File: config.mk
export PLATFORM = sky130hd
export DESIGN_NAME = debug_command_interpreter
export DESIGN_NICKNAME = d
export VERILOG_FILES = /design/src/shared/dbg_pkg.sv /design/src/hdl/debug_command_interpreter.sv
export SDC_FILE = /design/constraint.sdc
export NUM_CORES = 1
export LEC_CHECK = 0
export ABC_AREA = 1
export BUFFER_PORTS_ARGS = -buffer_cell sky130_fd_sc_hd__buf_2
export CAP_MARGIN = 20
export CORE_MARGIN = 2
export CORE_UTILIZATION = 25
export CTS_CLUSTER_DIAMETER = 80
export CTS_CLUSTER_SIZE = 25
export DETAILED_ROUTE_END_ITERATION = 6
export HOLD_SLACK_MARGIN = 0.08
export PLACE_DENSITY = 0.45
export SLEW_MARGIN = 20
export SYNTH_ARGS = -nofsm -noshare
export SYNTH_HDL_FRONTEND = slang
export SYNTH_SLANG_ARGS = --single-unit
File: constraint.sdc
create_clock -name clk_sys -period 2.9 [get_ports clk_sys]
set_input_delay 0.58 -clock clk_sys [delete_from_list [all_inputs] [get_ports clk_sys]]
set_output_delay 0.58 -clock clk_sys [all_outputs]
set_load 0.01 [all_outputs]
File: src/shared/dbg_pkg.sv
// Constants and carrier types for the debug command interpreter
package dbg_pkg;

    // ------------------------------------------------------------
    // Command bytes
    // ------------------------------------------------------------
    localparam logic [7:0] CMD_WR_CTL = 8'h04;
    localparam logic [7:0] CMD_RD_CTL = 8'h05;
    localparam logic [7:0] CMD_WR_PC = 8'h06;
    localparam logic [7:0] CMD_RD_PC = 8'h07;
    localparam logic [7:0] CMD_WR_REG = 8'h08;
    localparam logic [7:0] CMD_RD_REG = 8'h09;
    localparam logic [7:0] CMD_WR_PMEM = 8'h0A;
    localparam logic [7:0] CMD_RD_PMEM = 8'h0B;
    localparam logic [7:0] CMD_WR_DMEM = 8'h0C;
    localparam logic [7:0] CMD_RD_DMEM = 8'h0D;
    localparam logic [7:0] CMD_RD_CRC = 8'h0E;
    localparam logic [7:0] CMD_STEP = 8'h10;
    localparam logic [7:0] CMD_STUFF = 8'h11;
    localparam logic [7:0] CMD_EXEC = 8'h12;

    // ------------------------------------------------------------
    // Fields, reset values, fill patterns
    // ------------------------------------------------------------
    localparam int HALT_BIT = 7;
    localparam logic [7:0] CTL_RESET = 8'h00;
    localparam logic [7:0] FILL_BYTE = 8'hFF;
    localparam logic [15:0] FILL_WORD = 16'hFFFF;
    localparam logic [16:0] REG_SIZE_ZERO = 17'h0_0100;
    localparam logic [16:0] MEM_SIZE_ZERO = 17'h1_0000;

    // Flash controller registers writable under read protection
    localparam logic [11:0] FLASH_CTL_LO = 12'hFF8;
    localparam logic [11:0] FLASH_CTL_HI = 12'hFFF;
    // Watchdog status register keeps its read side effect
    localparam logic [11:0] WDT_STAT_ADDR = 12'hFF0;

    // CRC-CCITT
    localparam logic [15:0] CRC_POLY = 16'h1021;
    localparam logic [15:0] CRC_INIT = 16'hFFFF;

    // ------------------------------------------------------------
    // Memory access carrier
    // ------------------------------------------------------------
    localparam logic [1:0] SPACE_REG = 2'h0;
    localparam logic [1:0] SPACE_PMEM = 2'h1;
    localparam logic [1:0] SPACE_DMEM = 2'h2;

    typedef struct packed {
        logic req;
        logic we;
        logic [1:0] space;
        logic [15:0] addr;
        logic [7:0] wdata;
        logic quiet;
    } mem_req_t;

endpackage

File: src/hdl/debug_command_interpreter.sv
// Debug command interpreter: byte command stream to CPU and memory accesses
`timescale 1ns/1ps

// Functional notes
// - Command 04H plus one byte loads control
// - Control bit 7 halts CPU fetch
// - Command 05H returns control register byte
// - 06H loads PC, gated by halt, protect
// - 07H returns PC, FFFFH when gated
// - 08H address bytes, size, data bytes
// - Register writes gated; protect allows flash only
// - 09H returns size bytes of register data
// - Debug register reads are side effect free except watchdog status
// - Gated register reads return FFH bytes
// - 0AH 16-bit address, 16-bit size, data
// - Program writes need unlock, halt, no protect
// - 0BH program read, FFH when gated
// - 0CH data write, discarded when gated
// - 0DH data read, FFH only when running
// - 0EH CRC over program memory, FFFFH running
// - CRC reply comes after memory scan
// - 10H steps one instruction when allowed
// - 11H stuffs opcode byte, then executes
// - 12H sends whole instruction for execution
module debug_command_interpreter #(
    parameter int PMEM_BYTES = 65536 // Program memory bytes covered by CRC
) (
    input wire logic clk_sys, // System clock
    input wire logic rst_n, // Asynchronous reset, active low
    input wire logic rx_valid, // Host byte strobe
    input wire logic [7:0] rx_data, // Host byte
    input wire logic tx_ready, // Reply byte taken
    output logic tx_valid, // Reply byte pending
    output logic [7:0] tx_data, // Reply byte
    input wire logic read_protect, // Read protect option enabled
    input wire logic flash_unlocked, // Flash controller unlocked
    input wire logic [15:0] cpu_pc, // Current program counter
    output logic cpu_halt, // CPU fetch halted
    output logic [7:0] ctl_reg, // Debug control register
    output logic pc_load, // Load program counter pulse
    output logic [15:0] pc_value, // Program counter value
    output logic step_pulse, // Step one instruction
    output logic stuff_pulse, // Stuff first byte and step
    output logic [7:0] stuff_opcode, // Stuffed first byte
    output logic exec_valid, // Instruction byte pulse
    output logic exec_first, // Byte is the opcode
    output logic [7:0] exec_byte, // Instruction byte
    input wire logic [2:0] exec_len, // Length decoded from exec_byte
    output dbg_pkg::mem_req_t mem, // Memory request
    input wire logic mem_ack, // Memory access done
    input wire logic [7:0] mem_rdata // Memory read byte
);
    import dbg_pkg::*;

    // ------------------------------------------------------------
    // Types and state
    // ------------------------------------------------------------
    typedef enum logic [3:0] {
        ST_CMD = 4'b0000,
        ST_ARG = 4'b0001,
        ST_RUN = 4'b0010,
        ST_SEND = 4'b0011,
        ST_WRX = 4'b0100,
        ST_MACK = 4'b0101,
        ST_RREQ = 4'b0110,
        ST_CRC = 4'b0111,
        ST_CRCW = 4'b1000,
        ST_XOP = 4'b1001,
        ST_XBYTE = 4'b1010
    } state_t;

    localparam logic [16:0] CRC_LAST = 17'(PMEM_BYTES - 1);

    state_t state;
    logic [7:0] cmd;
    logic [31:0] args;
    logic [2:0] arg_left;
    logic [16:0] count;
    logic [16:0] crc_addr;
    logic [15:0] crc;
    logic [15:0] resp;
    logic resp_left;
    logic allow;
    logic [2:0] xleft;
    logic halted;
    logic write_ok;
    logic read_ok;
    logic rd_cmd;
    logic [15:0] next_crc;

    function automatic logic [2:0] arg_count(input logic [7:0] c);
        case (c)
            CMD_WR_CTL, CMD_STUFF, CMD_EXEC: arg_count = 3'd1;
            CMD_WR_PC: arg_count = 3'd2;
            CMD_WR_REG, CMD_RD_REG: arg_count = 3'd3;
            CMD_WR_PMEM, CMD_RD_PMEM, CMD_WR_DMEM, CMD_RD_DMEM: arg_count = 3'd4;
            default: arg_count = 3'd0;
        endcase
    endfunction

    function automatic logic [15:0] crc_step(input logic [15:0] c, input logic [7:0] b);
        logic [15:0] v;
        v = c ^ {b, 8'h00};
        for (int i = 0; i < 8; i++) begin
            v = v[15] ? ({v[14:0], 1'b0} ^ CRC_POLY) : {v[14:0], 1'b0};
        end
        crc_step = v;
    endfunction

    assign halted = ctl_reg[HALT_BIT];
    assign rd_cmd = (cmd == CMD_RD_REG) || (cmd == CMD_RD_PMEM) || (cmd == CMD_RD_DMEM);
    assign next_crc = crc_step(crc, mem_rdata);

    // ------------------------------------------------------------
    // Access gating per byte
    // ------------------------------------------------------------
    // Checked per byte since the address moves and unlock may change mid-burst
    always_comb begin
        write_ok = 1'b0;
        read_ok = 1'b0;
        case (mem.space)
            SPACE_REG: begin
                write_ok = halted && (!read_protect ||
                    (mem.addr[11:0] >= FLASH_CTL_LO && mem.addr[11:0] <= FLASH_CTL_HI));
                read_ok = halted && !read_protect;
            end
            SPACE_PMEM: begin
                write_ok = flash_unlocked && halted && !read_protect;
                read_ok = halted && !read_protect;
            end
            SPACE_DMEM: begin
                write_ok = halted && !read_protect;
                read_ok = halted;
            end
            default: begin
                write_ok = 1'b0;
                read_ok = 1'b0;
            end
        endcase
    end

    // ------------------------------------------------------------
    // Debug control register
    // ------------------------------------------------------------
    always_ff @(posedge clk_sys or negedge rst_n) begin
        if (!rst_n) begin
            ctl_reg <= CTL_RESET;
        end else if (state == ST_ARG && rx_valid && arg_left == 3'd1 && cmd == CMD_WR_CTL) begin
            // store control byte; protect forbids leaving halt
            ctl_reg <= read_protect ? (rx_data | (ctl_reg & 8'h80)) : rx_data;
        end
    end

    always_ff @(posedge clk_sys or negedge rst_n) begin
        if (!rst_n) begin
            cpu_halt <= 1'b0;
        end else begin
            cpu_halt <= halted;
        end
    end

    // ------------------------------------------------------------
    // Command sequencer
    // ------------------------------------------------------------
    always_ff @(posedge clk_sys or negedge rst_n) begin
        if (!rst_n) begin
            state <= ST_CMD;
            cmd <= 8'h00;
            args <= 32'h0000_0000;
            arg_left <= 3'd0;
            count <= 17'h0_0000;
            crc_addr <= 17'h0_0000;
            crc <= CRC_INIT;
            resp <= 16'h0000;
            resp_left <= 1'b0;
            allow <= 1'b0;
            xleft <= 3'd0;
            tx_valid <= 1'b0;
            tx_data <= 8'h00;
            pc_load <= 1'b0;
            pc_value <= 16'h0000;
            step_pulse <= 1'b0;
            stuff_pulse <= 1'b0;
            stuff_opcode <= 8'h00;
            exec_valid <= 1'b0;
            exec_first <= 1'b0;
            exec_byte <= 8'h00;
            mem <= '0;
        end else begin
            pc_load <= 1'b0;
            step_pulse <= 1'b0;
            stuff_pulse <= 1'b0;
            exec_valid <= 1'b0;
            exec_first <= 1'b0;
            case (state)
                ST_CMD: begin
                    if (rx_valid) begin
                        cmd <= rx_data;
                        arg_left <= arg_count(rx_data);
                        state <= (arg_count(rx_data) == 3'd0) ? ST_RUN : ST_ARG;
                    end
                end
                ST_ARG: begin
                    if (rx_valid) begin
                        args <= {args[23:0], rx_data};
                        arg_left <= arg_left - 3'd1;
                        if (arg_left == 3'd1) begin
                            state <= ST_RUN;
                        end
                    end
                end
                ST_RUN: begin
                    allow <= halted && !read_protect;
                    count <= 17'h0_0000;
                    resp_left <= 1'b0;
                    state <= ST_CMD;
                    case (cmd)
                        CMD_RD_CTL: begin
                            tx_data <= ctl_reg;
                            tx_valid <= 1'b1;
                            state <= ST_SEND;
                        end
                        CMD_WR_PC: begin
                            if (halted && !read_protect) begin
                                pc_load <= 1'b1;
                                pc_value <= args[15:0];
                            end
                        end
                        CMD_RD_PC: begin
                            // PC high byte first or fill
                            resp <= (halted && !read_protect) ? cpu_pc : FILL_WORD;
                            tx_data <= (halted && !read_protect) ? cpu_pc[15:8] : FILL_BYTE;
                            tx_valid <= 1'b1;
                            resp_left <= 1'b1;
                            state <= ST_SEND;
                        end
                        CMD_WR_REG, CMD_RD_REG: begin
                            // upper nibble of address byte ignored
                            mem.space <= SPACE_REG;
                            mem.addr <= {4'h0, args[19:16], args[15:8]};
                            count <= (args[7:0] == 8'h00) ? REG_SIZE_ZERO : {9'h000, args[7:0]};
                            state <= (cmd == CMD_WR_REG) ? ST_WRX : ST_RREQ;
                        end
                        CMD_WR_PMEM, CMD_RD_PMEM, CMD_WR_DMEM, CMD_RD_DMEM: begin
                            mem.space <= (cmd == CMD_WR_PMEM || cmd == CMD_RD_PMEM) ?
                                SPACE_PMEM : SPACE_DMEM;
                            mem.addr <= args[31:16];
                            count <= (args[15:0] == 16'h0000) ? MEM_SIZE_ZERO :
                                {1'b0, args[15:0]};
                            state <= (cmd == CMD_WR_PMEM || cmd == CMD_WR_DMEM) ?
                                ST_WRX : ST_RREQ;
                        end
                        CMD_RD_CRC: begin
                            if (halted) begin
                                crc <= CRC_INIT;
                                crc_addr <= 17'h0_0000;
                                mem.space <= SPACE_PMEM;
                                state <= ST_CRC;
                            end else begin
                                resp <= FILL_WORD;
                                tx_data <= FILL_BYTE;
                                tx_valid <= 1'b1;
                                resp_left <= 1'b1;
                                state <= ST_SEND;
                            end
                        end
                        CMD_STEP: begin
                            step_pulse <= halted && !read_protect;
                        end
                        CMD_STUFF: begin
                            // stuffed opcode, rest from program memory
                            stuff_pulse <= halted && !read_protect;
                            stuff_opcode <= args[7:0];
                        end
                        CMD_EXEC: begin
                            exec_byte <= args[7:0];
                            exec_valid <= halted && !read_protect;
                            exec_first <= 1'b1;
                            state <= ST_XOP;
                        end
                        default: state <= ST_CMD;
                    endcase
                end
                ST_XOP: begin
                    // Bytes are consumed even when gated so framing stays aligned
                    xleft <= (exec_len == 3'd0) ? 3'd0 : exec_len - 3'd1;
                    state <= (exec_len <= 3'd1) ? ST_CMD : ST_XBYTE;
                end
                ST_XBYTE: begin
                    if (rx_valid) begin
                        exec_byte <= rx_data;
                        exec_valid <= allow;
                        xleft <= xleft - 3'd1;
                        if (xleft == 3'd1) begin
                            state <= ST_CMD;
                        end
                    end
                end
                ST_WRX: begin
                    if (rx_valid) begin
                        if (write_ok) begin
                            mem.req <= 1'b1;
                            mem.we <= 1'b1;
                            mem.wdata <= rx_data;
                            mem.quiet <= 1'b1;
                            state <= ST_MACK;
                        end else begin
                            mem.addr <= mem.addr + 16'h0001;
                            count <= count - 17'h0_0001;
                            if (count == 17'h0_0001) begin
                                state <= ST_CMD;
                            end
                        end
                    end
                end
                ST_RREQ: begin
                    if (read_ok) begin
                        mem.req <= 1'b1;
                        mem.we <= 1'b0;
                        // only watchdog status keeps its read effect
                        mem.quiet <= !(mem.space == SPACE_REG && mem.addr[11:0] == WDT_STAT_ADDR);
                        state <= ST_MACK;
                    end else begin
                        tx_data <= FILL_BYTE;
                        tx_valid <= 1'b1;
                        mem.addr <= mem.addr + 16'h0001;
                        count <= count - 17'h0_0001;
                        state <= ST_SEND;
                    end
                end
                ST_MACK: begin
                    if (mem_ack) begin
                        mem.req <= 1'b0;
                        mem.addr <= mem.addr + 16'h0001;
                        count <= count - 17'h0_0001;
                        if (mem.we) begin
                            state <= (count == 17'h0_0001) ? ST_CMD : ST_WRX;
                        end else begin
                            tx_data <= mem_rdata;
                            tx_valid <= 1'b1;
                            state <= ST_SEND;
                        end
                    end
                end
                ST_SEND: begin
                    if (tx_ready) begin
                        tx_valid <= 1'b0;
                        if (rd_cmd && count != 17'h0_0000) begin
                            state <= ST_RREQ;
                        end else if (resp_left) begin
                            tx_data <= resp[7:0];
                            tx_valid <= 1'b1;
                            resp_left <= 1'b0;
                        end else begin
                            state <= ST_CMD;
                        end
                    end
                end
                ST_CRC: begin
                    mem.req <= 1'b1;
                    mem.we <= 1'b0;
                    mem.quiet <= 1'b1;
                    mem.addr <= crc_addr[15:0];
                    state <= ST_CRCW;
                end
                ST_CRCW: begin
                    if (mem_ack) begin
                        // reply only after the last byte
                        mem.req <= 1'b0;
                        crc <= next_crc;
                        crc_addr <= crc_addr + 17'h0_0001;
                        if (crc_addr == CRC_LAST) begin
                            resp <= next_crc;
                            tx_data <= next_crc[15:8];
                            tx_valid <= 1'b1;
                            resp_left <= 1'b1;
                            state <= ST_SEND;
                        end else begin
                            state <= ST_CRC;
                        end
                    end
                end
                default: state <= ST_CMD;
            endcase
        end
    end
endmodule // debug_command_interpreter

==> metrics.txt, run 1 <==
CTS Buf Count 17; RSZ-0062 raised after global routing no; GRT Residual Overflow 0; fraction of layout cells with a size suffix above 1 14.3%; Layout Skew 0.0128 ns; post-route cell area 13300 um^2; CTS Hold Bufs 0; layer with the highest usage met2; max-cap viol count 0; Crit Path Class reg -> reg; syn_nets 1671; vias in the first global route 10449; EDFF count, synth 0; relative slew slack 38.1%; crit-path leading delay family simple AND/OR/NAND/NOR gates; Yosys top cell area share 39.0%; power per standard cell area 980 nW/um^2; Post-CTS Setup Repair Bufs 0; area grow syn2layout 16.4%; top cells by area, synth dfrtp_1, nand2_1, o21ai_0, nor2_1, nand3_1; Resized Gates After CTS 0; vias per inst 4.60; DP Cell Count 2311; Least-Margin Pin Slew 0.927 ns; sequential-to-total area share from yosys stat 42.7%; Port Buffer Count 125; synthesized area 11400 um^2; cell with the most instances after synthesis nand2_1; Final TNS setup 0 ns; M3 GR Usage 2.30%; yosys warns 0; Starting DRT DRC Count 706; # DRC 0; smallest hold slack 0.0716 ns; GR Util met2 27.7%; TritonCTS clock tree done; worst vdd ir 0.000397 V; Mapped Avg Cell Area 7.07 um^2; top_reg_cell synth dfrtp_1; Slowest Stage Delay on Critical Path 0.51 ns; diodes inserted 0; clock sinks 194; post-DP HPWL 30.2 mm; biggest regs args (32), mem (29); CTS clock-pin slew for the worst setup and hold paths 0.07 ns; ys async rst share 100%; critical-path cell list inv_1, nor3_1, nand3_1, nor2_1, ha_1, nor2_1, nor2_1, inv_1, nor2_2, nand2_1, nor2_4, nand2_1, nand2_1; largest net degree at the start of global routing 64; Reg with most FFs args; Pleak 6.66 nW; Finished Layout Cells 2342; final setup fails 0; max reg flops 32; Die Ht 218 um; Ports 126; Pins Over Slew Limit 0; cells after synthesis 1614; Longest Clk Path Bufs 2; Total GRT Usage 17.0%; CP bufs+invs 2; CP arrival 2.86 ns; period utilisation layout 85.2%; final core occ 29.4%; status completed; clk_lat worst skew 0.46 ns; Final nets 1787; row count 78; CP max stage cell nor3_1; via count 10781; H-tree depth 4; DP Area 12700 um^2; Tmin final 2.47 ns; DR WL/cell 16.8 um; Synth top cells by count nand2_1, dfrtp_1, nor2_1; initial antenna violation count 1; Starting Density 25.2%; Netlist cell types 49; Hold Crit Class in -> async; Worst Path Max Fanout 8; Seq cells post-synth 194; core area 45200 um^2; M1 GR Usage 23.8%; type of origin of the critical path flip-flop; Final GP Congestion 0.884; Routed Antenna Nets 0; cell type with the largest total area after synthesis dfrtp_1; first-pass GRT wire length 62.1 mm; final WL 39.4 mm; Crit path required time 3.29 ns; first-pass detailed-route iteration total 5; CP Capture Type flip-flop; Die ar. 47400 um^2; Max Clk Rate 405 MHz; root buffer cell clkbuf_16; final count of hold timing violations 0; Chip Width 218 um
-- report_power, final --
| part | switching [W] | internal [W] | leakage [nW] |
|---|---|---|---|
| combinational | 0.00408 | 0.00191 | 3.88 |
| sequential | 0.000865 | 0.00365 | 2.49 |
| clock | 0.00120 | 0.00130 | 0.285 |
-- layout make-up --
type                            instances  area (um^2)
Tap cell                              600          751
Clock buffer                           17          425
Fill cell                            4995        31900
Sequential cell                       194         4870
Clock inverter                         14          168
Inverter                              161          607
Multi-Input combinational cell       1213         5650
Timing Repair Buffer                  143          795
-- final timing paths --
kind | slack (ns) | end | startpoint | depth (start not counted)
worst max-delay path | 0.43 | tx_data[6]$_DFFE_PN0P_ | crc_addr[6]$_DFFE_PN0P_ | 13
worst min-delay path | 0.07 | mem[16]$_DFFE_PN0P_ | rst_n | 1
worst max register to register | 0.43 | tx_data[6]$_DFFE_PN0P_ | crc_addr[6]$_DFFE_PN0P_ | 13
worst min register to register | 0.48 | tx_data[5]$_DFFE_PN0P_ | tx_data[5]$_DFFE_PN0P_ | 2
max in group asynchronous | 2.05 | crc[3]$_DFFE_PN1P_ | rst_n | 2
min in group clk_sys | 0.37 | cmd[6]$_DFFE_PN0P_ | rx_data[6] | 3
-- cells by family after synthesis --
| kind of cell | Yosys count | synth area share [%] |
|---|---|---|
| compound gates | 218 | 10.4 |
| xor+xnor | 26 | 2.00 |
| fa+ha+maj | 15 | 1.65 |
| buf+inv | 207 | 7.71 |
| flops | 194 | 42.7 |
| mux | 3 | 0.296 |
| simple gates | 951 | 35.2 |
-- placed cells by master, fill, tap and decap left out, drive strengths merged --
cell type / netlist / final
nand2: 577 / 577
dfrtp: 178 / 178
nor2: 175 / 175
inv: 160 / 167
o21ai: 164 / 164
buf: 30 / 142
nand3: 123 / 123
nand4: 35 / 35
nor3: 25 / 25
a21oi: 20 / 20
clkbuf: 16 / 18
xor2: 17 / 17
dfstp: 16 / 16
ha: 15 / 15
a31oi: 14 / 14
nand3b: 10 / 10
xnor2: 9 / 9
o22ai: 8 / 8
o211ai: 5 / 5
clkinv: 1 / 4
mux2: 3 / 3
or2: 3 / 3
nor4: 2 / 2
bufinv: 0 / 2
clkinvlp: 0 / 2
a211oi: 1 / 1
o221ai: 1 / 1
o21bai: 1 / 1
o211a: 1 / 1
o21a: 1 / 1
o31ai: 1 / 1
and2: 1 / 1
a22oi: 1 / 1
-- metrics by stage --
step	setup slack, ns	total power (W)
after floorplan	0.919	0.00861
after global placement	0.519	0.0105
after detailed placement	0.486	0.0106
after CTS	0.469	0.0131
after global routing	0.162	0.0142
final	0.429	0.0130
-- metal layers --
layer / vias to the layer above / share of wire [%]
met1: 5115 / 49
met3: 20 / 3.8
li1: 5429 / -
met2: 217 / 47
met5: - / 0
met4: 0 / 1.0
No activity file was read; power rests on OpenSTA's default activity.
==> inputs of run 2 (changes only) <==
Settings changed: ABC_AREA 1 to 0.
==> run 2 against run 1 <==
Worst setup slack worse by 0.26 ns. Critical path depth is 3 lower. Non-clock buffer count is 55 higher. Cell count is 24% lower. Global-route usage is 0.71 points lower. Area after synthesis is 7.7% lower. Clock skew is 0.0033 ns higher. Via count is 16% lower. Critical endpoint is now tx_data[1]$_DFFE_PN0P_. Sequential power is 10% lower. Largest cell class unchanged. Wire length is 12% lower. First-iteration DRC count is 1.6% higher.
==> metrics.txt, run 2 <==
CTS Hold Bufs 0; top cells by area, synth dfrtp_1, mux2_2, o21ai_0, dfstp_2, nand2_1; Setup WS post-layout 0.172 ns; CP Capture Type flip-flop; via count 9017; clock sinks 194; Worst Path Max Fanout 9; synthesized area 10500 um^2; # DRC 0; smallest hold slack 0.0812 ns; ys async rst share 100%; RSZ-0062 raised after global routing no; Seq cells post-synth 194; final count of hold timing violations 0; CTS clock-pin slew for the worst setup and hold paths 0.08 ns; vias per inst 5.07; RR Startpoint crc_addr[4]$_DFFE_PN0P_; status completed; fraction of layout cells with a size suffix above 1 29.0%; Reg2Reg Depth 10; Hold Crit Class in -> async; diodes inserted 0; total power 0.00997 W; Crit path required time 3.25 ns; Starting Density 25.2%; first-pass detailed-route iteration total 5; Ports 126; Pleak 5.84 nW; commonest non-fill, non-tap cell in the layout dfrtp_1; cell type with the largest total area after synthesis dfrtp_1; period utilisation layout 94.1%; Starting DRT DRC Count 717; final setup fails 0; Final nets 1284; Critical path origin crc_addr[4]$_DFFE_PN0P_; final core occ 30.8%; Routed Antenna Nets 0; Die Ht 209 um; Final TNS setup 0 ns; Port Buffer Count 125; syn_nets 1126; Total GRT Usage 16.3%; worst setup slack after placement 0.00273 ns; first-pass GRT wire length 54.9 mm; max-cap viol count 0; sequential-to-total area share from yosys stat 46.3%; worst reg2reg endpoint tx_data[1]$_DFFE_PN0P_; Die ar. 43800 um^2; Pins Over Slew Limit 0; cell with the most instances after synthesis dfrtp_1; Mapped Avg Cell Area 9.85 um^2; most frequent cells in the layout dfrtp_1, buf_2, nand2_1, o21ai_0, mux2_2; CP arrival 3.08 ns; Layout Skew 0.0161 ns; Least-Margin Pin Slew 0.930 ns; top_reg_cell synth dfrtp_1; CTS Buf Count 17; core area 41800 um^2; EDFF count, synth 0; GRT Residual Overflow 0; Longest Clk Path Bufs 2; H-tree depth 4; capture point of the worst path tx_data[1]$_DFFE_PN0P_; relative slew slack 38.0%; clk_lat worst skew 0.47 ns; yosys warns 0; largest net degree at the start of global routing 58; Crit Path Class reg -> reg; Tmin final 2.73 ns; Chip Width 209 um; area grow syn2layout 22.0%; Final GP Congestion 0.887; initial antenna violation count 0; vias in the first global route 9007; worst vdd ir 0.000454 V; cells after synthesis 1069; Max Clk Rate 367 MHz; biggest regs args (32), mem (29); Yosys top cell area share 42.3%; root buffer cell clkbuf_16; row count 75; post-DP HPWL 25.8 mm; max reg flops 32; final WL 34.8 mm; power per standard cell area 776 nW/um^2; R2R setup slack 0.17 ns; Synth top cells by count dfrtp_1, nand2_1, o21ai_0; Netlist cell types 83; DR WL/cell 19.6 um; type of origin of the critical path flip-flop; TritonCTS clock tree done; Reg with most FFs args
run 2: layer usage:
metal / part of all wire, % / vias up / global-route usage, % / wire length [um]
li1: - / 4246 / - / -
met1: 48 / 4514 / 22.9 / 16700
met2: 46 / 230 / 25.7 / 16100
met3: 4.2 / 27 / 2.77 / 1450
met4: 1.5 / 0 / 4.43 / 522
met5: 0 / - / 0 / 0
run 2: area by class of cell:
cell class | count | area (um^2)
well taps | 539 | 674
repair buffers | 198 | 1240
fillers | 4376 | 28900
multi-input cells | 790 | 5330
clock buffers | 18 | 439
clock inverters | 14 | 184
flip-flops and latches | 194 | 4870
inverters | 26 | 97.6
run 2: how the worst min path moves through the flow:
| stage | from | to | slack (ns) |
|---|---|---|---|
| 2_1_floorplan | rst_n | allow$_DFFE_PN0P_ | 0.28 |
| 3_3_place_gp | allow$_DFFE_PN0P_ | allow$_DFFE_PN0P_ | 0.46 |
| 3_5_place_dp | allow$_DFFE_PN0P_ | allow$_DFFE_PN0P_ | 0.46 |
| 4_1_cts | rst_n | crc_addr[16]$_DFFE_PN0P_ | 0.08 |
| 5_1_grt | rst_n | crc_addr[1]$_DFFE_PN0P_ | 0.10 |
| 6_report | rst_n | crc_addr[16]$_DFFE_PN0P_ | 0.08 |
run 2: cells by family after synthesis:
| group | after synthesis | share of synthesized area (%) |
|---|---|---|
| compound gates | 277 | 16.9 |
| xor+xnor | 41 | 3.41 |
| fa+ha+maj | 16 | 1.88 |
| buf+inv | 85 | 3.18 |
| flops | 194 | 46.3 |
| mux | 97 | 10.2 |
| simple gates | 359 | 18.1 |
run 2: critical path, cell delays in order (launching register included):
cell,delay [ns]
dfrtp_1,0.43
and4_4,0.26
nand4_1,0.13
or3_1,0.38
nor2_2,0.16
ha_1,0.20
o221a_2,0.24
nand3_2,0.11
nor3_4,0.21
buf_12,0.15
mux2_2,0.33
run 2: metrics by stage:
stage | std cells | cell area, um^2
6_report | 1779 | 12800
5_1_grt | 1779 | 12800
4_1_cts | 1779 | 12800
3_5_place_dp | 1746 | 12200
3_3_place_gp | 1746 | 12200
2_1_floorplan | 1069 | 10500
run 2: report_power, final:
group          switching (W)  internal [W]
registers           0.000735       0.00332
clock network        0.00126       0.00128
logic                0.00191       0.00147
run 2: what timing repair did:
action,CTS,global route
buffers inserted,1,0
gates resized for setup,0,2
pin swaps,1,0
gates cloned,0,0
endpoints found under the setup margin,8,8
